==> src/rtl/dfc_pkg.sv <==
// shared constants and types for the decimating filter path
package dfc_pkg;
    localparam int SAMPLE_W = 14;
    localparam int ACC_W = 32;
    localparam int NTAPS = 24;
    localparam int COEF_W = 14;
    // register addresses on the serial control port
    localparam logic [7:0] ADDR_DC_CTRL = 8'h1A;
    localparam logic [7:0] ADDR_FILT_CFG = 8'h1B;
    localparam logic [7:0] ADDR_BAND_SEL = 8'h1D;
    localparam logic [7:0] ADDR_COEF_BASE = 8'h20;
    // field positions in filter_decim_config
    localparam int FLD_OFFS_EN = 7;
    localparam int FLD_COEF_SRC = 5;
    localparam int FLD_FILT_EN = 4;
    localparam int FLD_ODD_TAP = 3;
    localparam int FLD_DECIM_LO = 0;
    // field positions in dc control register
    localparam int FLD_LOW_LAT = 7;
    localparam int FLD_TC_LO = 4;
    // reset values
    localparam logic [7:0] RST_FILT_CFG = 8'h00;
    localparam logic [7:0] RST_BAND_SEL = 8'h00;
    localparam logic [7:0] RST_DC_CTRL = 8'h00;
    // writable masks: fixed-zero bits stay zero
    localparam logic [7:0] MASK_FILT_CFG = 8'hBF;
    localparam logic [7:0] MASK_BAND_SEL = 8'h03;
    localparam logic [7:0] MASK_DC_CTRL = 8'hF0;
    // decimation codes
    localparam logic [2:0] DEC_BY2 = 3'h0;
    localparam logic [2:0] DEC_BY4 = 3'h1;
    localparam logic [2:0] DEC_NONE = 3'h3;
    localparam logic [2:0] DEC_BY8 = 3'h4;
    // band codes
    localparam logic [1:0] BAND_LOW = 2'h0;
    localparam logic [1:0] BAND_HIGH = 2'h1;
    // low latency path depth in clocks
    localparam int LOW_LAT_CYC = 10;
    // offset loop time-constant exponent per code (000 gives 27)
    localparam logic [4:0] TC_EXP_000 = 5'h1B;

    typedef struct packed {
        logic offsEn;
        logic coefSrc;
        logic filtEn;
        logic oddTap;
        logic [2:0] decim;
        logic [1:0] band;
        logic lowLat;
        logic [2:0] tcCode;
    } dfc_cfg_t;

    typedef struct packed {
        logic valid;
        logic [SAMPLE_W-1:0] data;
    } dfc_smp_t;
endpackage

==> src/rtl/dfc_filter.sv <==
// decimating fir path with offset loop and control registers
`timescale 1ns/1ps
module dfc_filter (
    // clock and reset
    input wire logic clk,
    input wire logic rstn,
    // register write/read port
    input wire logic regWr,
    input wire logic [7:0] regAddr,
    input wire logic [7:0] regWrData,
    input wire logic [5:0] coefHiData,
    output logic [7:0] regRdData,
    // sample input stream
    input wire logic inValid,
    input wire logic [dfc_pkg::SAMPLE_W-1:0] inData,
    output logic inReady,
    // sample output stream
    output logic outValid,
    output logic [dfc_pkg::SAMPLE_W-1:0] outData,
    input wire logic outReady
);
    localparam int AW = dfc_pkg::ACC_W;
    localparam int SW = dfc_pkg::SAMPLE_W;

    logic [7:0] cfgReg_q, bandReg_q, dcReg_q;
    dfc_pkg::dfc_cfg_t cfg;

    // coefficient registers on the same write port, 14 bits per tap
    wire coefWr = regWr && regAddr >= dfc_pkg::ADDR_COEF_BASE
        && regAddr < dfc_pkg::ADDR_COEF_BASE + 8'(dfc_pkg::NTAPS);
    wire [4:0] coefWrIdx = 5'(regAddr - dfc_pkg::ADDR_COEF_BASE);

    // configuration registers; fixed-zero bits are masked
    always_ff @(posedge clk) begin
        if (!rstn) begin
            cfgReg_q <= dfc_pkg::RST_FILT_CFG;
            bandReg_q <= dfc_pkg::RST_BAND_SEL;
            dcReg_q <= dfc_pkg::RST_DC_CTRL;
        end else if (regWr) begin
            if (regAddr == dfc_pkg::ADDR_FILT_CFG) cfgReg_q <= regWrData & dfc_pkg::MASK_FILT_CFG;
            if (regAddr == dfc_pkg::ADDR_BAND_SEL) bandReg_q <= regWrData & dfc_pkg::MASK_BAND_SEL;
            if (regAddr == dfc_pkg::ADDR_DC_CTRL) dcReg_q <= regWrData & dfc_pkg::MASK_DC_CTRL;
        end
    end

    // field decode
    assign cfg.offsEn = cfgReg_q[dfc_pkg::FLD_OFFS_EN];
    assign cfg.coefSrc = cfgReg_q[dfc_pkg::FLD_COEF_SRC];
    assign cfg.filtEn = cfgReg_q[dfc_pkg::FLD_FILT_EN];
    assign cfg.oddTap = cfgReg_q[dfc_pkg::FLD_ODD_TAP];
    assign cfg.decim = cfgReg_q[dfc_pkg::FLD_DECIM_LO +: 3];
    assign cfg.band = bandReg_q[1:0];
    assign cfg.lowLat = dcReg_q[dfc_pkg::FLD_LOW_LAT];
    assign cfg.tcCode = dcReg_q[dfc_pkg::FLD_TC_LO +: 3];

    // readback mux, registered so the port comes from a flop
    logic [7:0] rdMux;
    assign rdMux = (regAddr == dfc_pkg::ADDR_FILT_CFG) ? cfgReg_q :
                   (regAddr == dfc_pkg::ADDR_BAND_SEL) ? bandReg_q :
                   (regAddr == dfc_pkg::ADDR_DC_CTRL) ? dcReg_q : 8'h00;
    always_ff @(posedge clk) begin
        if (!rstn) regRdData <= 8'h00;
        else regRdData <= rdMux;
    end

    // time constant exponent table, 000 gives 27
    function automatic logic [4:0] tcExp(input logic [2:0] code);
        case (code)
            3'h0: tcExp = dfc_pkg::TC_EXP_000;
            3'h1: tcExp = 5'h1A;
            3'h2: tcExp = 5'h19;
            3'h3: tcExp = 5'h18;
            3'h4: tcExp = 5'h1C;
            3'h5: tcExp = 5'h1D;
            default: tcExp = dfc_pkg::TC_EXP_000;
        endcase
    endfunction

    // decimation ratio as log2; unlisted codes fall back to by two
    function automatic logic [1:0] decLog(input logic [2:0] code);
        case (code)
            dfc_pkg::DEC_BY2: decLog = 2'h1;
            dfc_pkg::DEC_BY4: decLog = 2'h2;
            dfc_pkg::DEC_NONE: decLog = 2'h0;
            dfc_pkg::DEC_BY8: decLog = 2'h3;
            default: decLog = 2'h1;
        endcase
    endfunction

    // built-in sets disabled for no-decimation and by eight
    wire useUser = cfg.coefSrc || cfg.decim == dfc_pkg::DEC_NONE || cfg.decim == dfc_pkg::DEC_BY8;
    wire [4:0] nTaps = cfg.oddTap ? 5'(dfc_pkg::NTAPS - 1) : 5'(dfc_pkg::NTAPS);

    // built-in coefficient rom: half-band low/high pass and quarter-band low pass
    function automatic logic signed [dfc_pkg::COEF_W-1:0] romCoef(input logic [2:0] decim,
        input logic [1:0] band, input logic [4:0] idx);
        logic signed [dfc_pkg::COEF_W-1:0] c;
        logic [4:0] m;
        m = (idx > 5'd11) ? 5'(5'd23 - idx) : idx;
        c = (m == 5'd11) ? 14'sh0E00 : (m == 5'd10) ? 14'sh0500 :
            (m == 5'd9) ? -14'sh0180 : (m == 5'd8) ? -14'sh0100 : 14'sh0040;
        if (decim == dfc_pkg::DEC_BY4) begin
            c = c >>> 1;
        end else if (band == dfc_pkg::BAND_HIGH && idx[0]) begin
            c = -c;
        end
        romCoef = c;
    endfunction

    // elastic input: stall input while a mac pass runs
    typedef enum logic [2:0] {
        ST_IDLE = 3'b001,
        ST_MAC = 3'b010,
        ST_EMIT = 3'b100
    } dfc_st_t;
    dfc_st_t state_q;

    // sample delay line
    logic signed [SW-1:0] line_q [0:dfc_pkg::NTAPS-1];
    logic [4:0] tapIdx_q;
    logic [2:0] phase_q;
    logic signed [AW-1:0] acc_q;
    logic [dfc_pkg::COEF_W-1:0] userCoef;
    logic signed [SW-1:0] corrSmp;
    logic signed [AW-1:0] dcAcc_q;

    // buffer in front of the output
    logic bufInValid, bufInReady;
    logic [SW-1:0] bufInData;

    // the store reads one cycle late, so it is addressed with the tap used next cycle
    wire [4:0] tapIdxNxt = (state_q == ST_MAC) ? 5'(tapIdx_q + 5'h1) : 5'h00;

    dfc_coef_mem uCoef (
        .clk(clk),
        .wrEn(coefWr),
        .wrAddr(coefWrIdx),
        .wrData({coefHiData, regWrData}),
        .rdAddr(tapIdxNxt),
        .rdData(userCoef)
    );

    // offset correction: leaky dc estimate with shift 2^tc
    wire [4:0] tcShift = tcExp(cfg.tcCode);
    wire signed [AW-1:0] dcEst = dcAcc_q >>> tcShift;
    assign corrSmp = cfg.offsEn ? SW'($signed(inData) - dcEst[SW-1:0]) : $signed(inData);
    wire inTake = inValid && inReady;
    always_ff @(posedge clk) begin
        if (!rstn || !cfg.offsEn) begin
            dcAcc_q <= '0;
        end else if (inTake) begin
            dcAcc_q <= dcAcc_q + AW'($signed(inData)) - dcEst;
        end
    end

    // time constant from code
    // the estimate above settles over 2^tcShift samples

    logic [SW-1:0] llPipe_q [0:dfc_pkg::LOW_LAT_CYC-1];
    logic [dfc_pkg::LOW_LAT_CYC-1:0] llVal_q;
    // one process owns the whole pipe; it freezes while the buffer is full
    always_ff @(posedge clk) begin
        if (!rstn) begin
            llVal_q <= '0;
            for (int i = 0; i < dfc_pkg::LOW_LAT_CYC; i++) llPipe_q[i] <= '0;
        end else if (bufInReady) begin
            llVal_q <= {llVal_q[dfc_pkg::LOW_LAT_CYC-2:0], inValid && cfg.lowLat};
            llPipe_q[0] <= inData;
            for (int i = 1; i < dfc_pkg::LOW_LAT_CYC; i++) llPipe_q[i] <= llPipe_q[i-1];
        end
    end

    // input ready: filter idles, or bypass/low latency flows through buffer
    assign inReady = cfg.lowLat ? bufInReady : (!cfg.filtEn ? bufInReady : state_q == ST_IDLE);

    wire [2:0] phaseLast = 3'((1 << decLog(cfg.decim)) - 1);
    wire signed [dfc_pkg::COEF_W-1:0] curCoef = useUser ? $signed(userCoef)
        : romCoef(cfg.decim, cfg.band, tapIdx_q);
    wire signed [AW-1:0] prod = AW'(curCoef * line_q[tapIdx_q]);

    // filter sequencer
    always_ff @(posedge clk) begin
        if (!rstn) begin
            state_q <= ST_IDLE;
            tapIdx_q <= '0;
            phase_q <= '0;
            acc_q <= '0;
        end else begin
            unique case (state_q)
                ST_IDLE: begin
                    if (inTake && cfg.filtEn && !cfg.lowLat) begin
                        if (phase_q == phaseLast) begin
                            phase_q <= '0;
                            state_q <= ST_MAC;
                            tapIdx_q <= '0;
                            acc_q <= '0;
                        end else begin
                            phase_q <= 3'(phase_q + 3'h1);
                        end
                    end
                end
                ST_MAC: begin
                    acc_q <= acc_q + prod;
                    if (tapIdx_q == 5'(nTaps - 5'h1)) state_q <= ST_EMIT;
                    else tapIdx_q <= 5'(tapIdx_q + 5'h1);
                end
                ST_EMIT: begin
                    if (bufInReady) state_q <= ST_IDLE;
                end
                default: state_q <= ST_IDLE;
            endcase
        end
    end

    // delay line shifts on each accepted filtered sample
    always_ff @(posedge clk) begin
        if (inTake && cfg.filtEn && !cfg.lowLat) begin
            line_q[0] <= corrSmp;
            for (int i = 1; i < dfc_pkg::NTAPS; i++) line_q[i] <= line_q[i-1];
        end
    end

    // source select into the output buffer
    assign bufInValid = cfg.lowLat ? llVal_q[dfc_pkg::LOW_LAT_CYC-1] :
        (!cfg.filtEn ? inValid : state_q == ST_EMIT);
    assign bufInData = cfg.lowLat ? llPipe_q[dfc_pkg::LOW_LAT_CYC-1] :
        (!cfg.filtEn ? corrSmp : acc_q[SW+12:13]);

    // two-entry skid buffer; outputs straight from flops
    logic [SW-1:0] skid_q;
    logic skidV_q;
    assign bufInReady = !skidV_q;
    always_ff @(posedge clk) begin
        if (!rstn) begin
            outValid <= 1'b0;
            outData <= '0;
            skidV_q <= 1'b0;
            skid_q <= '0;
        end else begin
            if (!outValid || outReady) begin
                outValid <= skidV_q || bufInValid;
                outData <= skidV_q ? skid_q : bufInData;
                if (skidV_q) skidV_q <= 1'b0;
            end else if (bufInValid && bufInReady) begin
                skidV_q <= 1'b1;
                skid_q <= bufInData;
            end
        end
    end
endmodule

==> src/rtl/dfc_coef_mem.sv <==
// user coefficient store, registered read
`timescale 1ns/1ps
module dfc_coef_mem (
    // clock
    input wire logic clk,
    // write side
    input wire logic wrEn,
    input wire logic [4:0] wrAddr,
    input wire logic [dfc_pkg::COEF_W-1:0] wrData,
    // read side
    input wire logic [4:0] rdAddr,
    output logic [dfc_pkg::COEF_W-1:0] rdData
);
    logic [dfc_pkg::COEF_W-1:0] mem [0:dfc_pkg::NTAPS-1];

    // write port and registered read
    always_ff @(posedge clk) begin
        if (wrEn && wrAddr < 5'(dfc_pkg::NTAPS)) begin
            mem[wrAddr] <= wrData;
        end
        rdData <= (rdAddr < 5'(dfc_pkg::NTAPS)) ? mem[rdAddr] : '0;
    end
endmodule

==> config.mk <==
export PLATFORM = sky130hd
export DESIGN_NAME = dfc_filter
export DESIGN_NICKNAME = d
export VERILOG_FILES = /design/src/rtl/dfc_pkg.sv /design/src/rtl/dfc_filter.sv /design/src/rtl/dfc_coef_mem.sv
export SDC_FILE = /design/constraint.sdc
export NUM_CORES = 2
export LEC_CHECK = 0
export BUFFER_PORTS_ARGS = -buffer_cell sky130_fd_sc_hd__buf_4
export CORE_AREA = 5 5 391 354
export CTS_BUF_LIST = sky130_fd_sc_hd__clkbuf_4 sky130_fd_sc_hd__clkbuf_8
export CTS_CLUSTER_DIAMETER = 150
export DETAILED_ROUTE_END_ITERATION = 6
export DIE_AREA = 0 0 396 359
export HOLD_SLACK_MARGIN = 0.02
export PLACE_DENSITY_LB_ADDON = 0.08
export RECOVER_POWER = 50
export SLEW_MARGIN = 25
export SYNTH_ARGS = -nofsm -noshare
export SYNTH_HDL_FRONTEND = slang
export SYNTH_SLANG_ARGS = --single-unit
==> constraint.sdc <==
create_clock -name clk -period 10.25 [get_ports clk]
set_input_delay 1.025 -clock clk [delete_from_list [all_inputs] [get_ports clk]]
set_output_delay 1.025 -clock clk [all_outputs]
set_load 0.005 [all_outputs]
==> flow_summary.yaml <==
status:
  status: "finished with violations"
  violations: "capacitance limit, slew limit"
global_routing:
  grtUsageTotal_pct: 17.6
  grt_overflow_total: 0
  grt_max_degree: 99
  grt_pass1_wl_microns: 191000
  antenna_found_initial: 12
  grt_pass1_vias: 30264
setup_path:
  start_kind: "register"
  crit_type: "reg -> reg"
  cp_common_cell: "fa_1"
  required_ns: 11.06
  max_stage_delay_ns: 0.84
  crit_chain: "buf_4 -> mux4_2 -> mux4_2 -> a21oi_1 -> buf_4 -> nor2_1 -> inv_1 -> fa_1 -> fa_1 -> inv_1 -> fa_1 -> fa_1 -> fa_1 -> inv_1 -> fa_1 -> inv_1 -> ha_1 -> a21oi_1 -> nand3b_1 -> o31ai_1 -> o21ai_1 -> a221oi_1 -> o21ai_0 -> a21oi_1"
  critPathBufInv: 6
  arrival_ns: 9.50
  cp_top_family: "adder cells"
  end_kind: "register"
  critPathMaxFanout: 37
  cp_slowest_cell: "dfxtp_4"
floorplan:
  core_sq_um: 134000
  fp.dieH_microns: 359
  boundaryPins: 65
  initial_core_util_pct: 36.5
  row_count: 128
  die_x_microns: 396
  die_area_sq_um: 142000
detailed_routing:
  via_per_inst: 5.07
  firstDrtPassIters: 5
  routed_wire_length_per_instance_microns: 21.3
  drtIter0Drc: 2178
  drc_errors: 0
  ant_nets: 0
  vias: 29680
  drt_wl_total_microns: 125000
power:
  p_seq_share_pct: 51.5
  ir_drop_v: 0.000103
  power.internal_w: 0.00639
  switchingPower_w: 0.00188
  clock_power_share_pct: 45.0
  static-leakage-power_nw: 20.5
  combPwrFrac_pct: 3.5
  p_per_area_nw_per_um2: 150
  switching_share_pct: 22.7
synth:
  synth_seq_area_share_pct: 55.8
  synth_cell_type_count: 79
  ys.flop_type: "edfxtp_1"
  ys.warnings.count: 0
  synthArstFlopShare_pct: 0
  synth_edf_count: 812
  synth-seq-cells: 962
  netlist_instances: 3850
  synth_area_per_cell_sq_um: 12.8
  syn-cell-area_sq_um: 49100
  synth_nets: 4271
clocking:
  h-tree-depth: 4
  post_cts_buffers: 0
  numClockSinks: 962
  clk-insertion-delay-late_ns: 0.92
  cts-root-buf: "clkbuf_8"
  cts_made_buffers: 169
  cts_hold_buf: 0
  cts_buffer_depth: 3
  cts_tree: "built"
  cts-resized-gates: 0
  clkTransAtPathRegs_ns: 0.06
timing:
  finalMaxSlewViolations: 408
  setup_violations: 0
  tightestPinTransition_ns: 2.55
  max_freq_mhz: 115
  slew_headroom_pct: -69.7
  setup_tns_ns: 0
  rsz0062_at_grt: "false"
  hold_viol_final: 0
  fin_crit_sh_pct: 84.7
  min_period_ns: 8.69
  finalClockSkew_ns: 0.0523
finish:
  area_growth_syn_to_layout_pct: 12.3
  postLayoutCellArea_sq_um: 55100
  nets: 4382
  n_fill_cell: 12692
  drive_gt1_share_pct: 13.6
placed_design:
  place_area_sq_um: 51700
  routabilityCongestion: 0.796
  port_buffers: 64
  dpl.hpwl_microns: 80700
hold_path:
  min_path_type: "reg -> reg"
run:
  drv_cap: 10
## layout by cell type, fill, tap and decap left out, drive strengths merged, types with 11 or more instances in the layout
| cell type | instances |
|---|---|
| a21boi | 21 |
| clkinv | 43 |
| mux2 | 11 |
| clkbuf | 273 |
| o21ai | 77 |
| ha | 130 |
| nor2b | 66 |
| xor2 | 23 |
| a21o | 31 |
| nand2 | 385 |
| o32ai | 14 |
| edfxtp | 812 |
| and2 | 166 |
| buf | 110 |
| or2 | 18 |
| nand3 | 124 |
| nor2 | 209 |
| o221ai | 57 |
| a21oi | 132 |
| a31oi | 41 |
| nand2b | 51 |
| a211oi | 28 |
| dfxtp | 150 |
| a22oi | 12 |
| mux2i | 73 |
| o211ai | 13 |
| inv | 401 |
| mux4 | 96 |
| xnor2 | 62 |
| a311oi | 30 |
| fa | 250 |
| and3 | 13 |
| nor3 | 35 |
| o21a | 14 |
## state kept, by name, indices dropped and copies added (netlist names), 2 cells and up, named ones only
| register | count |
|---|---|
| phase_q | 3 |
| state_q | 3 |
| skid_q | 14 |
| acc_q | 27 |
| llVal_q | 10 |
| regRdData | 8 |
| uCoef.mem | 336 |
| dcAcc_q | 32 |
| dcReg_q | 4 |
| llPipe_q | 140 |
| bandReg_q | 2 |
| uCoef.rdData | 14 |
| cfgReg_q | 7 |
| outData | 14 |
| line_q | 336 |
| tapIdx_q | 5 |
## synth_stat cells, types with 13 or more instances
cell type    n  area share, %
xnor2_1     62            1.1
a21boi_0    14           0.21
a21oi_1    131            1.3
o21ai_0     52           0.53
and2_1     166            2.1
mux2i_1     73            1.5
a211oi_1    28           0.43
and3_1      13           0.17
o21ai_1     24           0.24
clkbuf_1   152            1.2
mux4_2      96            4.4
buf_2       19           0.19
inv_1      390            3.0
xor2_1      23           0.41
buf_1       20           0.15
o32ai_1     14           0.25
nor2b_1     66           0.84
nand3_1    124            1.3
nand2b_1    51           0.65
nor2_1     209            1.6
a21o_1      31           0.47
edfxtp_1   812             50
a31oi_1     41           0.52
dfxtp_1    150            6.1
a311oi_1    29           0.52
nor3_1      35           0.36
o221ai_1    57            1.0
fa_1       250             10
nand2_1    384            2.9
o21a_1      14           0.21
or2_1       13           0.17
ha_1       130            3.3
## final cells by class
| cell class | count | area [sq um] | area share [%] |
|---|---|---|---|
| antenna | 4 | 10.0 | 0.0182 |
| clock buffer | 249 | 2960 | 5.38 |
| clock inverter | 58 | 572 | 1.04 |
| inverter | 392 | 1480 | 2.68 |
| multi-input combinational | 2302 | 19600 | 35.6 |
| sequential | 962 | 27400 | 49.7 |
| tap | 1755 | 2200 | 3.98 |
| timing repair buffer | 134 | 916 | 1.66 |
## routing by layer
metal  up-vias  global-route usage [%]  wire length [microns]
met4         0                    4.66                   2550
met5         -                       0                      0
li1      13895                       -                      -
met3       182                    3.61                   6460
met1     14966                    26.3                  60900
met2       637                    26.0                  54800
## power groups by stage
stage	Clock, W	Sequential, W	Combinational (W)
floorplan	0	0.00433	0.000183
global placement	0	0.00434	0.000299
detailed placement	0	0.00434	0.000299
CTS	0.00386	0.00426	0.000301
finish	0.00372	0.00426	0.000292
global route	0.00404	0.00426	0.000329
## kinds of logic (layout without fill, tap and decap cells)
kind of cell	after synthesis	count (layout)	share of synthesized area [%]
compound gates	542	542	7.61
xor+xnor	85	85	1.52
fa+ha+maj	380	380	13.5
buf+inv	586	833	4.55
flops	962	962	55.8
mux	180	180	6.14
other cells	0	4	0
simple gates	1115	1115	10.9
## worst reg2reg max path: stages, from the launching register on
cell	delay, ns
dfxtp_4	0.84
buf_4	0.52
mux4_2	0.55
mux4_2	0.48
a21oi_1	0.20
buf_4	0.26
nor2_1	0.27
inv_1	0.27
fa_1	0.49
fa_1	0.54
inv_1	0.05
fa_1	0.48
fa_1	0.54
fa_1	0.51
inv_1	0.05
fa_1	0.48
inv_1	0.05
ha_1	0.34
a21oi_1	0.20
nand3b_1	0.09
o31ai_1	0.57
o21ai_1	0.23
a221oi_1	0.31
o21ai_0	0.11
a21oi_1	0.23
## path summary, 6_finish.rpt
check | depth (start not counted) | startpoint | slack [ns] | endpoint
worst max-delay path | 24 | register | 1.56 | acc_q[25]
worst min-delay path | 0 | line_q[17][0] | 0.43 | line_q[18][0]
worst max register to register | 24 | register | 1.56 | acc_q[25]
worst min register to register | 0 | line_q[17][0] | 0.43 | line_q[18][0]
## through the flow
stage               total power, W  std cells  util, %  hold WS [ns]  setup slack (ns)
floorplan                  0.00452       3850        -         0.421              1.73
global placement           0.00464       5545     38.5         0.422              1.58
detailed placement         0.00464       5545     38.5         0.427              1.52
CTS                        0.00841       5852     41.1         0.355              1.47
global route               0.00863       5854     41.0         0.417             0.833
finish                     0.00827       5856     41.0         0.426              1.56
(Power assumes the default switching activity.)
